<file path="config.mk">
export PLATFORM = sky130hd
export DESIGN_NAME = monitor_loop_pin_config_regs
export DESIGN_NICKNAME = d
export VERILOG_FILES = /design/src/logic/monitor_cfg_pkg.sv /design/src/logic/monitor_loop_pin_config_regs.sv
export SDC_FILE = /design/constraint.sdc
export NUM_CORES = 1
export LEC_CHECK = 0
export ABC_AREA = 1
export BUFFER_PORTS_ARGS = -buffer_cell sky130_fd_sc_hd__clkbuf_2
export CORE_MARGIN = 5
export CORE_UTILIZATION = 25
export CTS_BUF_LIST = sky130_fd_sc_hd__clkbuf_4
export CTS_CLUSTER_SIZE = 25
export DETAILED_ROUTE_END_ITERATION = 7
export SYNTH_ARGS = -nofsm -noshare
export SYNTH_HDL_FRONTEND = slang
export SYNTH_SLANG_ARGS = --single-unit
</file>
<file path="constraint.sdc">
create_clock -name clk_i -period 1.3 [get_ports clk_i]
set_clock_uncertainty 0.2 [all_clocks]
set_input_delay 0 -clock clk_i [delete_from_list [all_inputs] [get_ports clk_i]]
set_output_delay 0 -clock clk_i [all_outputs]
set_load 0.1 [all_outputs]
</file>
<file path="src/logic/monitor_cfg_pkg.sv">
// Register map, field layout and carrier types of the monitor configuration bank.
package monitor_cfg_pkg;

    localparam int REG_W = 8;

    // Byte offsets seen by the two-wire interface engine.
    localparam logic [7:0] OFS_CONVERTER_SUPPLY_SELECT = 8'hb5;
    localparam logic [7:0] OFS_TEMPERATURE_SOURCE_CONFIG = 8'hb6;
    localparam logic [7:0] OFS_LOOP_OPERATION_ENABLES = 8'hb7;
    localparam logic [7:0] OFS_LOW_POWER_PIN_RESPONSE = 8'hb8;
    localparam logic [7:0] OFS_THERMAL_TRIM = 8'hb9;
    localparam logic [7:0] OFS_RECEIVE_POWER_SLOPE_THRESHOLD = 8'hba;
    localparam logic [7:0] OFS_PIN_FUNCTION_POLARITY = 8'hbe;
    localparam logic [7:0] OFS_OUTPUT_QUIET_MASK = 8'hbf;
    localparam logic [7:0] OFS_FORCED_FAULT_CONTROL = 8'hc0;

    // Writable bit masks; everything else ignores writes and reads zero.
    localparam logic [7:0] MSK_CONVERTER_SUPPLY_SELECT = 8'h30;
    localparam logic [7:0] MSK_TEMPERATURE_SOURCE_CONFIG = 8'he0;
    localparam logic [7:0] MSK_LOOP_OPERATION_ENABLES = 8'hdd;
    localparam logic [7:0] MSK_LOW_POWER_PIN_RESPONSE = 8'h33;
    localparam logic [7:0] MSK_THERMAL_TRIM = 8'h3f;
    localparam logic [7:0] MSK_RECEIVE_POWER_SLOPE_THRESHOLD = 8'hff;
    localparam logic [7:0] MSK_PIN_FUNCTION_POLARITY = 8'h7f;
    localparam logic [7:0] MSK_OUTPUT_QUIET_MASK = 8'h07;
    localparam logic [7:0] MSK_FORCED_FAULT_CONTROL = 8'h01;

    // Reset values.
    localparam logic [7:0] RST_CONVERTER_SUPPLY_SELECT = 8'h00;
    localparam logic [7:0] RST_TEMPERATURE_SOURCE_CONFIG = 8'h60;
    localparam logic [7:0] RST_LOOP_OPERATION_ENABLES = 8'hdc;
    localparam logic [7:0] RST_LOW_POWER_PIN_RESPONSE = 8'h00;
    localparam logic [7:0] RST_THERMAL_TRIM = 8'h1f;
    localparam logic [7:0] RST_RECEIVE_POWER_SLOPE_THRESHOLD = 8'hff;
    localparam logic [7:0] RST_PIN_FUNCTION_POLARITY = 8'h40;
    localparam logic [7:0] RST_OUTPUT_QUIET_MASK = 8'h03;
    localparam logic [7:0] RST_FORCED_FAULT_CONTROL = 8'h00;

    // Field positions.
    localparam int SUPPLY_SEL_LO = 4;
    localparam int TEMP_EXTERNAL_BIT = 7;
    localparam int THERMAL_KEEP_POWERED_BIT = 5;
    localparam int BIAS_LOAD_EN_BIT = 7;
    localparam int DDM_RECALC_EN_BIT = 6;
    localparam int TRACKING_EN_BIT = 4;
    localparam int APD_LOAD_EN_BIT = 3;
    localparam int MOD_LOAD_EN_BIT = 2;
    localparam int MAIN_LOOP_EN_BIT = 0;
    localparam int RECEIVE_LOWPOWER_FOLLOW_BIT = 4;
    localparam int TRANSMIT_LOWPOWER_FOLLOW_BIT = 0;
    localparam int DAC_SELECT_BIT = 6;
    localparam int SIGNAL_DETECT_SELECT_BIT = 5;
    localparam int FAULT_INVERT_BIT = 4;
    localparam int LOS_POLARITY_BIT = 3;
    localparam int DISABLE_INVERT_BIT = 0;
    localparam int SIGNAL_DETECT_ALLOW_BIT = 2;
    localparam int LOS_INHIBIT_BIT = 1;
    localparam int LASER_INHIBIT_BIT = 0;
    localparam int SOFT_FAULT_BIT = 0;
    localparam int TRIM_W = 6;

    // Register access request from the two-wire interface engine.
    typedef struct packed {
        logic [7:0] addr;
        logic [7:0] wdata;
        logic wr;
    } reg_req_t;

    // Levels arriving from the pins and from neighbouring blocks.
    typedef struct packed {
        logic lowpower_pin;
        logic tx_disable_pin;
        logic tx_fault;
        logic tx_signal_detect;
        logic rx_signal_present;
        logic dac_level;
        logic thermal_power_setting;
        logic txfault_soft_en;
        logic shutdown_soft_en;
    } pin_in_t;

endpackage : monitor_cfg_pkg

</file>
<file path="src/logic/monitor_loop_pin_config_regs.sv">
// Configuration bank for supply, thermal, loop, low-power and pin controls.
// How it works
// - Supply select bits 5:4, reset 00, pick the sampled supply rail.
// - Temperature bit 7, reset 0: 1 external sensor, 0 internal sensor.
// - Keep-powered bit 5 holds sensor on; cleared, power setting decides.
// - Each enabled loop operation except tracking runs exactly once per loop iteration.
// - Loop enable bit 0, reset 0; cleared means no loop operations.
// - Bit 7, reset 1, loads the bias DAC from its table each iteration.
// - Bit 6, reset 1, recalculates monitoring values each iteration.
// - Bit 4, reset 1, makes the power monitor use tracking table values.
// - Bit 3, reset 1, loads photodiode bias DAC from its table each pass.
// - Bit 2, reset 1, loads modulation DAC from its table each iteration.
// - Receive follow bit 4 powers receive down while low-power pin high.
// - Transmit follow bit 0 powers transmit down while low-power pin high.
// - Six-bit read-write thermal trim field at bits 5:0.
// - Receive samples above the threshold, reset ff, use calibration set 1.
// - Pin function bit 6, reset 1: DAC output, else transmit fault.
// - Bit 4, reset 0, inverts the transmit fault before its pin.
// - Bit 3, reset 0: 1 drives loss pin high when signal is present.
// - Bit 0, reset 0, inverts the transmit disable pin input.
// - Signal-detect allow bit 2 cleared forces signal-detect output high.
// - Loss inhibit bit 1, reset 1, forces the loss output high.
// - Laser inhibit bit 0, reset 1, shuts modulated and bias outputs.
// - Forced fault bit 0 asserts the software fault until written back 0.
// - Software fault reaches each safety path only through its enable.
`timescale 1ns/1ps

module monitor_loop_pin_config_regs
    import monitor_cfg_pkg::*;
#(
    parameter int DATA_W = REG_W
) (
    input wire logic clk_i,
    input wire logic sys_rst_i,
    input wire reg_req_t req_i,
    input wire logic loop_start_i,
    input wire logic [7:0] rx_power_code_i,
    input wire pin_in_t pins_i,
    output logic [7:0] rd_data_o,
    output logic [1:0] supply_sel_o,
    output logic temp_external_o,
    output logic thermal_sensor_power_o,
    output logic [TRIM_W-1:0] thermal_trim_o,
    output logic bias_load_o,
    output logic ddm_recalc_o,
    output logic apd_load_o,
    output logic mod_load_o,
    output logic tracking_table_o,
    output logic rx_powerdown_o,
    output logic tx_powerdown_o,
    output logic rcv_use_upper_o,
    output logic shared_pin_a_o,
    output logic shared_pin_b_o,
    output logic transmit_signal_detect_output_o,
    output logic loss_of_signal_o,
    output logic tx_disable_effective_o,
    output logic tx_out_enable_o,
    output logic bias_out_enable_o,
    output logic soft_fault_to_txfault_o,
    output logic soft_fault_to_shutdown_o
);

    // The byte port and the register map are fixed at eight bits.
    if (DATA_W != REG_W) begin : g_bad_width
        $error("DATA_W must equal the register width");
    end

    ////////////////////////////////////////////////////////////////////////
    logic [7:0] converter_supply_select;
    logic [7:0] temperature_source_config;
    logic [7:0] loop_operation_enables;
    logic [7:0] low_power_pin_response;
    logic [7:0] thermal_trim;
    logic [7:0] receive_power_slope_threshold;
    logic [7:0] pin_function_polarity;
    logic [7:0] output_quiet_mask;
    logic [7:0] forced_fault_control;

    wire logic hit_supply = req_i.addr == OFS_CONVERTER_SUPPLY_SELECT;
    wire logic hit_temp = req_i.addr == OFS_TEMPERATURE_SOURCE_CONFIG;
    wire logic hit_loop = req_i.addr == OFS_LOOP_OPERATION_ENABLES;
    wire logic hit_sleep = req_i.addr == OFS_LOW_POWER_PIN_RESPONSE;
    wire logic hit_trim = req_i.addr == OFS_THERMAL_TRIM;
    wire logic hit_thresh = req_i.addr == OFS_RECEIVE_POWER_SLOPE_THRESHOLD;
    wire logic hit_pinfn = req_i.addr == OFS_PIN_FUNCTION_POLARITY;
    wire logic hit_quiet = req_i.addr == OFS_OUTPUT_QUIET_MASK;
    wire logic hit_fault = req_i.addr == OFS_FORCED_FAULT_CONTROL;

    // Unmapped offsets read as zero so the engine never sees stale data.
    wire logic [7:0] next_rd_data =
        hit_supply ? converter_supply_select :
        hit_temp ? temperature_source_config :
        hit_loop ? loop_operation_enables :
        hit_sleep ? low_power_pin_response :
        hit_trim ? thermal_trim :
        hit_thresh ? receive_power_slope_threshold :
        hit_pinfn ? pin_function_polarity :
        hit_quiet ? output_quiet_mask :
        hit_fault ? forced_fault_control : 8'h00;

    ////////////////////////////////////////////////////////////////////////
    // masked register writes
    always_ff @(posedge clk_i) begin
        if (sys_rst_i) begin
            converter_supply_select <= RST_CONVERTER_SUPPLY_SELECT;
            temperature_source_config <= RST_TEMPERATURE_SOURCE_CONFIG;
            loop_operation_enables <= RST_LOOP_OPERATION_ENABLES;
            low_power_pin_response <= RST_LOW_POWER_PIN_RESPONSE;
            thermal_trim <= RST_THERMAL_TRIM;
            receive_power_slope_threshold <= RST_RECEIVE_POWER_SLOPE_THRESHOLD;
            pin_function_polarity <= RST_PIN_FUNCTION_POLARITY;
            output_quiet_mask <= RST_OUTPUT_QUIET_MASK;
            forced_fault_control <= RST_FORCED_FAULT_CONTROL;
        end else if (req_i.wr) begin
            if (hit_supply) begin
                converter_supply_select <=
                    req_i.wdata & MSK_CONVERTER_SUPPLY_SELECT;
            end
            if (hit_temp) begin
                temperature_source_config <=
                    req_i.wdata & MSK_TEMPERATURE_SOURCE_CONFIG;
            end
            if (hit_loop) begin
                loop_operation_enables <=
                    req_i.wdata & MSK_LOOP_OPERATION_ENABLES;
            end
            if (hit_sleep) begin
                low_power_pin_response <=
                    req_i.wdata & MSK_LOW_POWER_PIN_RESPONSE;
            end
            if (hit_trim) begin
                thermal_trim <= req_i.wdata & MSK_THERMAL_TRIM;
            end
            if (hit_thresh) begin
                receive_power_slope_threshold <=
                    req_i.wdata & MSK_RECEIVE_POWER_SLOPE_THRESHOLD;
            end
            if (hit_pinfn) begin
                pin_function_polarity <=
                    req_i.wdata & MSK_PIN_FUNCTION_POLARITY;
            end
            if (hit_quiet) begin
                output_quiet_mask <= req_i.wdata & MSK_OUTPUT_QUIET_MASK;
            end
            if (hit_fault) begin
                forced_fault_control <= req_i.wdata & MSK_FORCED_FAULT_CONTROL;
            end
        end
    end

    ////////////////////////////////////////////////////////////////////////
    // loop enable gate
    wire logic loop_go = loop_start_i &
        loop_operation_enables[MAIN_LOOP_EN_BIT];

    wire logic next_bias_load =
        loop_go & loop_operation_enables[BIAS_LOAD_EN_BIT];
    wire logic next_ddm_recalc =
        loop_go & loop_operation_enables[DDM_RECALC_EN_BIT];
    wire logic next_apd_load =
        loop_go & loop_operation_enables[APD_LOAD_EN_BIT];
    wire logic next_mod_load =
        loop_go & loop_operation_enables[MOD_LOAD_EN_BIT];
    wire logic next_tracking = loop_operation_enables[MAIN_LOOP_EN_BIT] &
        loop_operation_enables[TRACKING_EN_BIT];

    wire logic next_sensor_power =
        temperature_source_config[THERMAL_KEEP_POWERED_BIT] |
        pins_i.thermal_power_setting;

    wire logic next_rx_pd = pins_i.lowpower_pin &
        low_power_pin_response[RECEIVE_LOWPOWER_FOLLOW_BIT];
    wire logic next_tx_pd = pins_i.lowpower_pin &
        low_power_pin_response[TRANSMIT_LOWPOWER_FOLLOW_BIT];

    wire logic next_use_upper =
        rx_power_code_i > receive_power_slope_threshold;

    wire logic fault_level =
        pins_i.tx_fault ^ pin_function_polarity[FAULT_INVERT_BIT];
    wire logic next_sd_out = ~output_quiet_mask[SIGNAL_DETECT_ALLOW_BIT] |
        pins_i.tx_signal_detect;
    wire logic next_pin_a = pin_function_polarity[DAC_SELECT_BIT] ?
        pins_i.dac_level : fault_level;
    wire logic next_pin_b = pin_function_polarity[SIGNAL_DETECT_SELECT_BIT] ?
        next_sd_out : fault_level;
    wire logic los_level = pin_function_polarity[LOS_POLARITY_BIT] ?
        pins_i.rx_signal_present : ~pins_i.rx_signal_present;
    wire logic next_los = output_quiet_mask[LOS_INHIBIT_BIT] | los_level;
    wire logic next_disable = pins_i.tx_disable_pin ^
        pin_function_polarity[DISABLE_INVERT_BIT];
    wire logic next_laser_on = ~output_quiet_mask[LASER_INHIBIT_BIT];
    wire logic soft_fault = forced_fault_control[SOFT_FAULT_BIT];
    wire logic next_soft_tx = soft_fault & pins_i.txfault_soft_en;
    wire logic next_soft_sd = soft_fault & pins_i.shutdown_soft_en;

    ////////////////////////////////////////////////////////////////////////
    // Every output is a flop, so pins see one cycle of latency after a write.
    always_ff @(posedge clk_i) begin
        if (sys_rst_i) begin
            rd_data_o <= 8'h00;
            bias_load_o <= 1'b0;
            ddm_recalc_o <= 1'b0;
            apd_load_o <= 1'b0;
            mod_load_o <= 1'b0;
            tracking_table_o <= 1'b0;
            rx_powerdown_o <= 1'b0;
            tx_powerdown_o <= 1'b0;
            rcv_use_upper_o <= 1'b0;
            shared_pin_a_o <= 1'b0;
            shared_pin_b_o <= 1'b0;
            transmit_signal_detect_output_o <= 1'b1;
            loss_of_signal_o <= 1'b1;
            tx_disable_effective_o <= 1'b0;
            tx_out_enable_o <= 1'b0;
            bias_out_enable_o <= 1'b0;
            soft_fault_to_txfault_o <= 1'b0;
            soft_fault_to_shutdown_o <= 1'b0;
        end else begin
            rd_data_o <= next_rd_data;
            bias_load_o <= next_bias_load;
            ddm_recalc_o <= next_ddm_recalc;
            apd_load_o <= next_apd_load;
            mod_load_o <= next_mod_load;
            tracking_table_o <= next_tracking;
            rx_powerdown_o <= next_rx_pd;
            tx_powerdown_o <= next_tx_pd;
            rcv_use_upper_o <= next_use_upper;
            shared_pin_a_o <= next_pin_a;
            shared_pin_b_o <= next_pin_b;
            transmit_signal_detect_output_o <= next_sd_out;
            loss_of_signal_o <= next_los;
            tx_disable_effective_o <= next_disable;
            tx_out_enable_o <= next_laser_on;
            bias_out_enable_o <= next_laser_on;
            soft_fault_to_txfault_o <= next_soft_tx;
            soft_fault_to_shutdown_o <= next_soft_sd;
        end
    end

    // Static selections come straight from their register bits; sensor power also ORs in the power-setting input.
    // supply select
    always_ff @(posedge clk_i) begin
        if (sys_rst_i) begin
            supply_sel_o <= 2'b00;
            temp_external_o <= 1'b0;
            thermal_sensor_power_o <= 1'b1;
            thermal_trim_o <= RST_THERMAL_TRIM[TRIM_W-1:0];
        end else begin
            supply_sel_o <= converter_supply_select[SUPPLY_SEL_LO +: 2];
            temp_external_o <= temperature_source_config[TEMP_EXTERNAL_BIT];
            thermal_sensor_power_o <= next_sensor_power;
            thermal_trim_o <= thermal_trim[TRIM_W-1:0];
        end
    end

endmodule : monitor_loop_pin_config_regs

</file>
==> results of run 1 <==
==> layout make-up <==
cell class	count	area [um^2]	share of cell area, %
tap	147	183.9	3.691
sequential	74	1493	29.95
multi-input combinational	246	1453	29.15
clock inverter	7	83.83	1.682
clock buffer	9	67.56	1.356
inverter	57	217.7	4.369
timing repair buffer	144	1485	29.80
==> report_power, final <==
part           leakage [nW]  internal [W]  switching (W)
Sequential            0.598       0.00228     0.00000662
Combinational          1.53      0.000206       0.000267
Clock                0.0784      0.000758       0.000803
==> per-stage QoR <==
stage / power, W / worst slack (ps) / setup TNS, ps
2_1_floorplan: 0.002515 / 0.7846 / 0
3_3_place_gp: 0.002685 / -145.7 / -2564
4_1_cts: 0.004341 / -60.11 / -338.7
3_5_place_dp: 0.002689 / -156.4 / -2825
5_1_grt: 0.004486 / -133.5 / -225.9
6_report: 0.004317 / -97.34 / -97.34
==> kinds of logic after synthesis <==
| group | share of synthesized area [%] |
|---|---|
| buffers and inverters | 9.312 |
| AO/OA/AOI/OAI | 16.93 |
| XOR/XNOR | 0.5769 |
| AND/OR/NAND/NOR | 21.10 |
| adder cells (fa/ha/maj) | 3.296 |
| flip-flops | 48.78 |
==> worst max-delay path, cell delays in order (launching register included) <==
cell and delay [ps]:
dfxtp_2 350, inv_2 50, ha_4 270, nand2_1 70, o21ai_2 160, a21oi_2 50, a211oi_2 160
==> placed cells by master, fill, tap and decap left out, drive strengths merged <==
cell / instances
buf: 75
dfxtp: 74
nand2: 66
inv: 55
clkbuf: 45
a21oi: 43
o21ai: 37
nor2: 35
dlygate4sd3: 33
nand3: 22
nor3: 10
ha: 8
o211ai: 6
clkinv: 5
or2: 4
nand4: 3
o22ai: 3
a211oi: 3
clkinvlp: 2
a21o: 2
bufinv: 2
a31oi: 2
xor2: 1
xnor2: 1
==> sequential cells by signal, summed over array words and instances (netlist names), 3 cells and up <==
name                           cells
loop_operation_enables             6
low_power_pin_response             4
output_quiet_mask                  3
pin_function_polarity              7
rd_data_o                          8
receive_power_slope_threshold      8
temperature_source_config          3
thermal_trim                       6
thermal_trim_o                     6
==> path summary, 6_finish.rpt <==
kind | from | slack, ps | endpoint | cells after the start
min | req_i[9] | -70 | thermal_trim[5]$_SDFFE_PP0P_ | 6
max | receive_power_slope_threshold[7]$_SDFFE_PP1P_ | -100 | rcv_use_upper_o$_SDFF_PP0_ | 6
min reg2reg | converter_supply_select[4]$_SDFFE_PP0P_ | 270 | converter_supply_select[4]$_SDFFE_PP0P_ | 2
max reg2reg | receive_power_slope_threshold[7]$_SDFFE_PP1P_ | -100 | rcv_use_upper_o$_SDFF_PP0_ | 6
==> layer usage <==
metal | up-vias | global-route usage [%] | share of wire [%]
met4 | 0 | 5.453 | 2.1
li1 | 1567 | - | -
met3 | 16 | 3.368 | 6.3
met5 | - | 0 | 0
met2 | 78 | 23.57 | 49
met1 | 1406 | 17.03 | 42
==> timing repair <==
| item | in CTS | in global routing |
|---|---|---|
| endpoints found under the setup margin | 2 | 25 |
| gates resized for setup | 20 | 34 |
| setup buffers | 1 | 6 |
| hold endpoints to repair | 74 | 3 |
| pin swaps | 0 | 14 |
==> impl_metrics.tcl, run 1 <==
set metrics [dict create \
    status "complete, but fails checks" \
    violations "hold timing, setup timing" \
    syn_area_per_cell_um2 7.786 \
    grt_overflow 0 \
    yosysTopAreaCell "dfxtp_1" \
    yosys_register_bits 74 \
    clk_pin_slew_worst_paths_ps 120 \
    ant_nets 0 \
    rows 40 \
    grt_pass1_wl_um 15730 \
    gp_congestion 0.9534 \
    synth-seq-area-share_pct 48.78 \
    synthToLayoutAreaGrowth_pct 64.11 \
    min_path_type "primary input to register" \
    fmax_mhz 715.6 \
    fin_util_pct 41.66 \
    required_ps 1450 \
    fill_cells 1173 \
    path_class "register to register" \
    insertion_delay_ps 430 \
    port_buffers 71 \
    maxCapViolations 0 \
    syn-cell-area_um2 3037 \
    die_w_um 120.2 \
    maxSlewViolCount 0 \
    numCtsBuffers 9 \
    syn_inst 390 \
    hpwl_um 7304 \
    grtUsageTotal_pct 13.91 \
    worst_pin_slew_ps 270.9 \
    powerDensity_nw_per_um2 866.2 \
    placed_cells 628 \
    yosysWarnings 0 \
    worstPathMaxFanout 3 \
    ios 72 \
    root_buffer "clkbuf_4" \
    finalWorstSetupSlack_ps -97.34 \
    grt_pass1_vias 3133 \
    slew_headroom_pct 81.88 \
    route.final.wire_length_um 9731 \
    drt-vias-per-instance 4.484 \
    clock_sinks 74 \
    initial_utilization_pct 25.39 \
    holdWs_ps -69.54 \
    synth_edf_count 0 \
    finalCritPeriodShare_pct 107.5 \
    yosys-top-cells-count "dfxtp_1, nand2_1, inv_1" \
    instances_no_fill 684 \
    grt_max_degree 20 \
    wl_per_cell_um 14.23 \
    synth_ff_type "dfxtp_1" \
    worst_setup_path_end_kind "register" \
    die_h_um 120.2 \
    clockBufferDepth 2 \
    ir_drop_mv 0.5032 \
    synth_top_area_share_pct 48.78 \
    first_pass_iters 4 \
    arrival_ps 1550 \
    cts.htree.levels 3 \
    ys_types 31 \
    rsz0062_at_grt "yes" \
    core_region_area_um2 11960 \
    synth_nets 435 \
    antenna_found_initial 0 \
    setup_viol 1 \
    yosysMostFrequentCell "dfxtp_1" \
    leakage_nw 2.208 \
    remaining_drc_errors 0 \
    yosys-top-cells-area "dfxtp_1, nand2_1, a21oi_1" \
    num_vias 3067 \
    dieArea_um2 14450 \
    async_reset_ff_share_pct 0 \
    fin_area_um2 4984 \
    start_kind "register" \
    drive_above_1_share_pct 35.75 \
    drt_iter0_markers 139 \
    antennaDiodeCount 0 \
    cts_hold_buffers 36 \
    cts_tree "built" \
    hold_violations 8 \
    fin_crit_ps 1397 \
    place_area_um2 4257 \
    nets 577 \
]
(Power assumes the default switching activity.)
==> run 2, diff against run 1 <==
- CAP_MARGIN: unset -> 20
- CORE_MARGIN: 5 -> unset
==> run 2 against run 1 <==
Net effect: the run ends with DRC, hold timing, setup timing left; sequential share of layout area increased by 0.42 points; die area fell by 13%; critical path type unchanged; worst setup slack got worse by 7.2 ps; fmax is 0.51% lower; final cell count decreased by 1.0%; clock-buffer cell count did not move; sequential power is essentially flat; combinational power barely moved; wire length shrank 3.1%; global-route usage is 1.9 points higher; largest cell class unchanged; register-to-register slack barely moved.
==> impl_metrics.tcl, run 2 (synthesis results as in run 1) <==
set metrics [dict create \
    critPathBufInv 1 \
    fin_crit_ps 1405 \
    worstPathMaxFanout 2 \
    dieArea_um2 12590 \
    grt_max_degree 31 \
    die_h_um 112.2 \
    antennaDiodeCount 0 \
    port_buffers 71 \
    cp_cell_sequence "inv_1 -> ha_1 -> nand2_2 -> o21ai_2 -> a21oi_2 -> a211oi_2" \
    crit_family "compound AO/OA/AOI/OAI gates" \
    setup_viol 1 \
    grt_overflow 0 \
    r2r_end "rcv_use_upper_o$_SDFF_PP0_" \
    grt_pass1_vias 3124 \
    finalWorstSetupSlack_ps -104.6 \
    multiInputGateArea_um2 1433 \
    top_regs "rd_data_o x8, receive_power_slope_threshold x8, pin_function_polarity x7" \
    worstRegToRegCells 6 \
    fill_cells 1176 \
    drt_iter0_markers 151 \
    die_w_um 112.2 \
    clock_sinks 74 \
    synthToLayoutAreaGrowth_pct 61.72 \
    path_class "register to register" \
    maxCapViolations 0 \
    maxSlewViolCount 0 \
    remaining_drc_errors 6 \
    holdWs_ps -206.5 \
    design_power_total_w 0.004104 \
    critPathLaunch "receive_power_slope_threshold[2]$_SDFFE_PP1P_" \
    ant_nets 0 \
    critPathSlowestCell "dfxtp_1" \
    drive_above_1_share_pct 35.39 \
    worst-path-stages 6 \
    cts_tree "built" \
    worst_pin_slew_ps 279.9 \
    root_buffer "clkbuf_4" \
    gp_congestion 0.9063 \
    cts.htree.levels 3 \
    r2r-start "receive_power_slope_threshold[2]$_SDFFE_PP1P_" \
    antenna_found_initial 0 \
    clk_pin_slew_worst_paths_ps 130 \
    hpwl_um 6924 \
    rows 39 \
    leakage_nw 2.203 \
    route.final.wire_length_um 9433 \
    insertion_delay_ps 430 \
    slowest_delay_ps 330 \
    ir_drop_mv 0.5180 \
    initial_utilization_pct 26.15 \
    final_common_cell "dfxtp_1" \
    start_kind "register" \
    arrival_ps 1550 \
    numCtsBuffers 9 \
    wl_per_cell_um 13.93 \
    drt-vias-per-instance 4.523 \
    rsz0062_at_grt "yes" \
    hold_violations 11 \
    endpoint "rcv_use_upper_o$_SDFF_PP0_" \
    cts_hold_buffers 32 \
    rrSetupSlack_ps -100 \
    grtUsageTotal_pct 15.79 \
    nets 574 \
    num_vias 3062 \
    min_path_type "primary input to register" \
    ios 72 \
    first_pass_iters 6 \
    status "complete, but fails checks" \
    violations "DRC, hold timing, setup timing" \
    clockBufferDepth 2 \
    seq_area_um2 1491 \
    fmax_mhz 712.0 \
    slew_headroom_pct 81.49 \
    powerDensity_nw_per_um2 835.6 \
    finalCritPeriodShare_pct 108.0 \
    required_ps 1450 \
    core_region_area_um2 11610 \
    final_cell_mix "dfxtp_1, nand2_1, inv_1" \
    grt_pass1_wl_um 15280 \
    worst_setup_path_end_kind "register" \
]
## run 2: tightest hold or removal path, stage by stage
cell      delay (ps)
clkbuf_2         110
nor3_2            60
nand2_1           50
nor2_1            40
nor2_1            80
a211oi_1          50
## run 2: stage by stage
stage / instances / instance area [um^2] / setup TNS (ps) / util [%] / setup slack, ps
final: 677 / 4911 / -104.6 / 42.29 / -104.6
after global routing: 677 / 4911 / -167.3 / 42.29 / -143.6
after CTS: 679 / 4848 / -331.0 / 41.75 / -129.1
after detailed placement: 627 / 4287 / -1741 / 36.91 / -234.7
after global placement: 627 / 4287 / -1532 / 36.91 / -146.9
after floorplan: 390 / 3050 / 0 / - / 0.7846
## run 2: worst min-delay path by stage
stage	start	endpoint	slack, ps	cells after the start
global placement	pins_i[2]	thermal_sensor_power_o$_SDFF_PP1_	3	3
finish	req_i[13]	forced_fault_control[0]$_SDFFE_PP0P_	-210	6
CTS	req_i[13]	forced_fault_control[0]$_SDFFE_PP0P_	-220	6
detailed placement	pins_i[2]	thermal_sensor_power_o$_SDFF_PP1_	3	3
floorplan	pins_i[2]	thermal_sensor_power_o$_SDFF_PP1_	-110	2
global route	req_i[13]	forced_fault_control[0]$_SDFFE_PP0P_	-140	6
## run 2: layout make-up
class / count / area share (%)
clock inverters: 7 / 1.248
multi-input cells: 246 / 29.17
flip-flops and latches: 74 / 30.37
inverters: 57 / 4.433
repair buffers: 141 / 29.76
well taps: 143 / 3.643
clock buffers: 9 / 1.376
## run 2: layer usage
layer,vias up,track usage (%),share of wire [%],wire [um]
met4,0,7.022,1.9,180
met2,78,27.45,50,4674
met3,16,3.078,3.7,349
met1,1413,18.88,45,4228
li1,1555,-,-,-
met5,-,0,0,0
## run 2: what timing repair did
item | 4_1_cts | 5_1_grt
hold endpoints to repair | 74 | 11
setup buffers | 4 | 1
pin swaps | 8 | 11
gates cloned | 0 | 0
gates resized for setup | 22 | 26
setup endpoints to repair | 1 | 16
## run 2: report_power, final
group / internal, W / switching (W) / leakage, nW
clock network: 0.000424 / 0.000923 / 0.0650
logic: 0.000206 / 0.000267 / 1.54
registers: 0.00228 / 0.00000645 / 0.596
total: 0.00291 / 0.00120 / 2.20
==> run 3, diff against run 2 <==
- CTS_BUF_LIST: sky130_fd_sc_hd__clkbuf_4 -> sky130_fd_sc_hd__clkbuf_4 sky130_fd_sc_hd__clkbuf_8
==> run 3 against run 2 <==
Net effect: the run still ends with DRC, hold timing, setup timing left; die area is the same; non-clock buffer count shrank 10; sequential power is essentially flat; hold slack gained 87 ps; register-to-register slack is essentially flat; fmax grew 0.87%; critical path depth is the same; first-iteration DRC count shrank 16%.
==> impl_metrics.tcl, run 3 (synthesis results as in run 1) <==
set metrics [dict create \
    status "complete, but fails checks" \
    violations "DRC, hold timing, setup timing" \
    hpwl_um 6924 \
    grt_pass1_wl_um 14950 \
    core_region_area_um2 11610 \
    remaining_drc_errors 6 \
    path_class "register to register" \
    setup_viol 1 \
    finalWorstSetupSlack_ps -92.44 \
    cts_hold_buffers 20 \
    drt_iter0_markers 127 \
    grtUsageTotal_pct 15.39 \
    final.setup.tns_ps -92.44 \
    ir_drop_mv 0.5581 \
    ant_nets 0 \
    initial_utilization_pct 26.15 \
    numCtsBuffers 9 \
    worst_setup_path_end_kind "register" \
    clk_pin_slew_worst_paths_ps 80 \
    ios 72 \
    die_w_um 112.2 \
    num_vias 3005 \
    holdWs_ps -119.5 \
    powerDensity_nw_per_um2 915.1 \
    first_pass_iters 6 \
    synthToLayoutAreaGrowth_pct 58.96 \
    min_path_type "primary input to register" \
    wl_per_cell_um 13.72 \
    grt_max_degree 31 \
    fmax_mhz 718.2 \
    dieArea_um2 12590 \
    cts_tree "built" \
    clockBufferDepth 2 \
    gp_congestion 0.9063 \
    root_buffer "clkbuf_8" \
    cts.htree.levels 3 \
    finalCritPeriodShare_pct 107.1 \
    grt_pass1_vias 3016 \
    antennaDiodeCount 0 \
    route.final.wire_length_um 9149 \
    insertion_delay_ps 360 \
    rsz0062_at_grt "yes" \
    antenna_found_initial 0 \
    start_kind "register" \
    nets 564 \
    slew_headroom_pct 80.61 \
    leakage_nw 2.173 \
    die_h_um 112.2 \
    maxSlewViolCount 0 \
    top_regs "rd_data_o x8, receive_power_slope_threshold x8, pin_function_polarity x7" \
    final_common_cell "dfxtp_1" \
    rows 39 \
    final_cell_mix "dfxtp_1, nand2_1, inv_1" \
    grt_overflow 0 \
    drt-vias-per-instance 4.505 \
    worst_pin_slew_ps 288.6 \
    maxCapViolations 0 \
    hold_violations 5 \
    clock_sinks 74 \
    required_ps 1370 \
    drive_above_1_share_pct 34.73 \
    pre_cts_ws_ps -234.7 \
    fin_crit_ps 1392 \
    port_buffers 71 \
    arrival_ps 1460 \
    worstPathMaxFanout 2 \
]
run 3: changes by cell type in the layout (fill, tap and decap cells not counted), sizes merged:
cell and change:
dlygate4sd3 -9, clkinvlp -1, inv +1, buf -1
run 3: stage by stage:
step / instance area [um^2] / cells / utilization [%] / total power [W]
floorplan: 3050 / 390 / - / 0.002515
global route: 4827 / 667 / 41.56 / 0.004611
finish: 4827 / 667 / 41.56 / 0.004417
CTS: 4785 / 667 / 41.20 / 0.004441
global placement: 4287 / 627 / 36.91 / 0.002691
detailed placement: 4287 / 627 / 36.91 / 0.002700
run 3: timing repair:
action	4_1_cts	5_1_grt
pin swaps	7	6
endpoints found under the setup margin	1	21
resized for setup	21	15
setup buffers	4	0
hold endpoints to repair	74	4
run 3: area by class of cell:
class,instances,area (um^2)
Inverter,57,214.0
Timing Repair Buffer,131,1356
Clock buffer,9,123.9
Sequential cell,74,1491
Fill cell,1198,6787
Multi-Input combinational cell,246,1401
Clock inverter,7,61.31
Tap cell,143,178.9
run 3: path summary, 6_finish.rpt:
check / start / endpoint / slack, ps / depth (start not counted)
min: req_i[14] / forced_fault_control[0]$_SDFFE_PP0P_ / -120 / 6
min reg2reg: converter_supply_select[5]$_SDFFE_PP0P_ / supply_sel_o[1]$_SDFF_PP0_ / 260 / 2
max: receive_power_slope_threshold[2]$_SDFFE_PP1P_ / rcv_use_upper_o$_SDFF_PP0_ / -90 / 6
max reg2reg: receive_power_slope_threshold[2]$_SDFFE_PP1P_ / rcv_use_upper_o$_SDFF_PP0_ / -90 / 6
run 3: report_power, final:
part | internal [W] | switching (W)
clock | 0.000725 | 0.000972
sequential | 0.00227 | 0.00000616
combinational | 0.000184 | 0.000255
run 3: worst max-delay path: stages, from the launching register on:
cell and delay (ps):
dfxtp_1 310, inv_1 50, ha_1 280, nand2_2 60
o21ai_2 150, a21oi_2 80, a211oi_2 170
run 3: per-layer routing:
layer / track usage [%] / up-vias / wire length [um]
met1: 18.93 / 1381 / 4121
met5: 0 / - / 0
li1: - / 1532 / -
met4: 5.689 / 0 / 183
met3: 3.726 / 12 / 459
met2: 26.09 / 80 / 4384
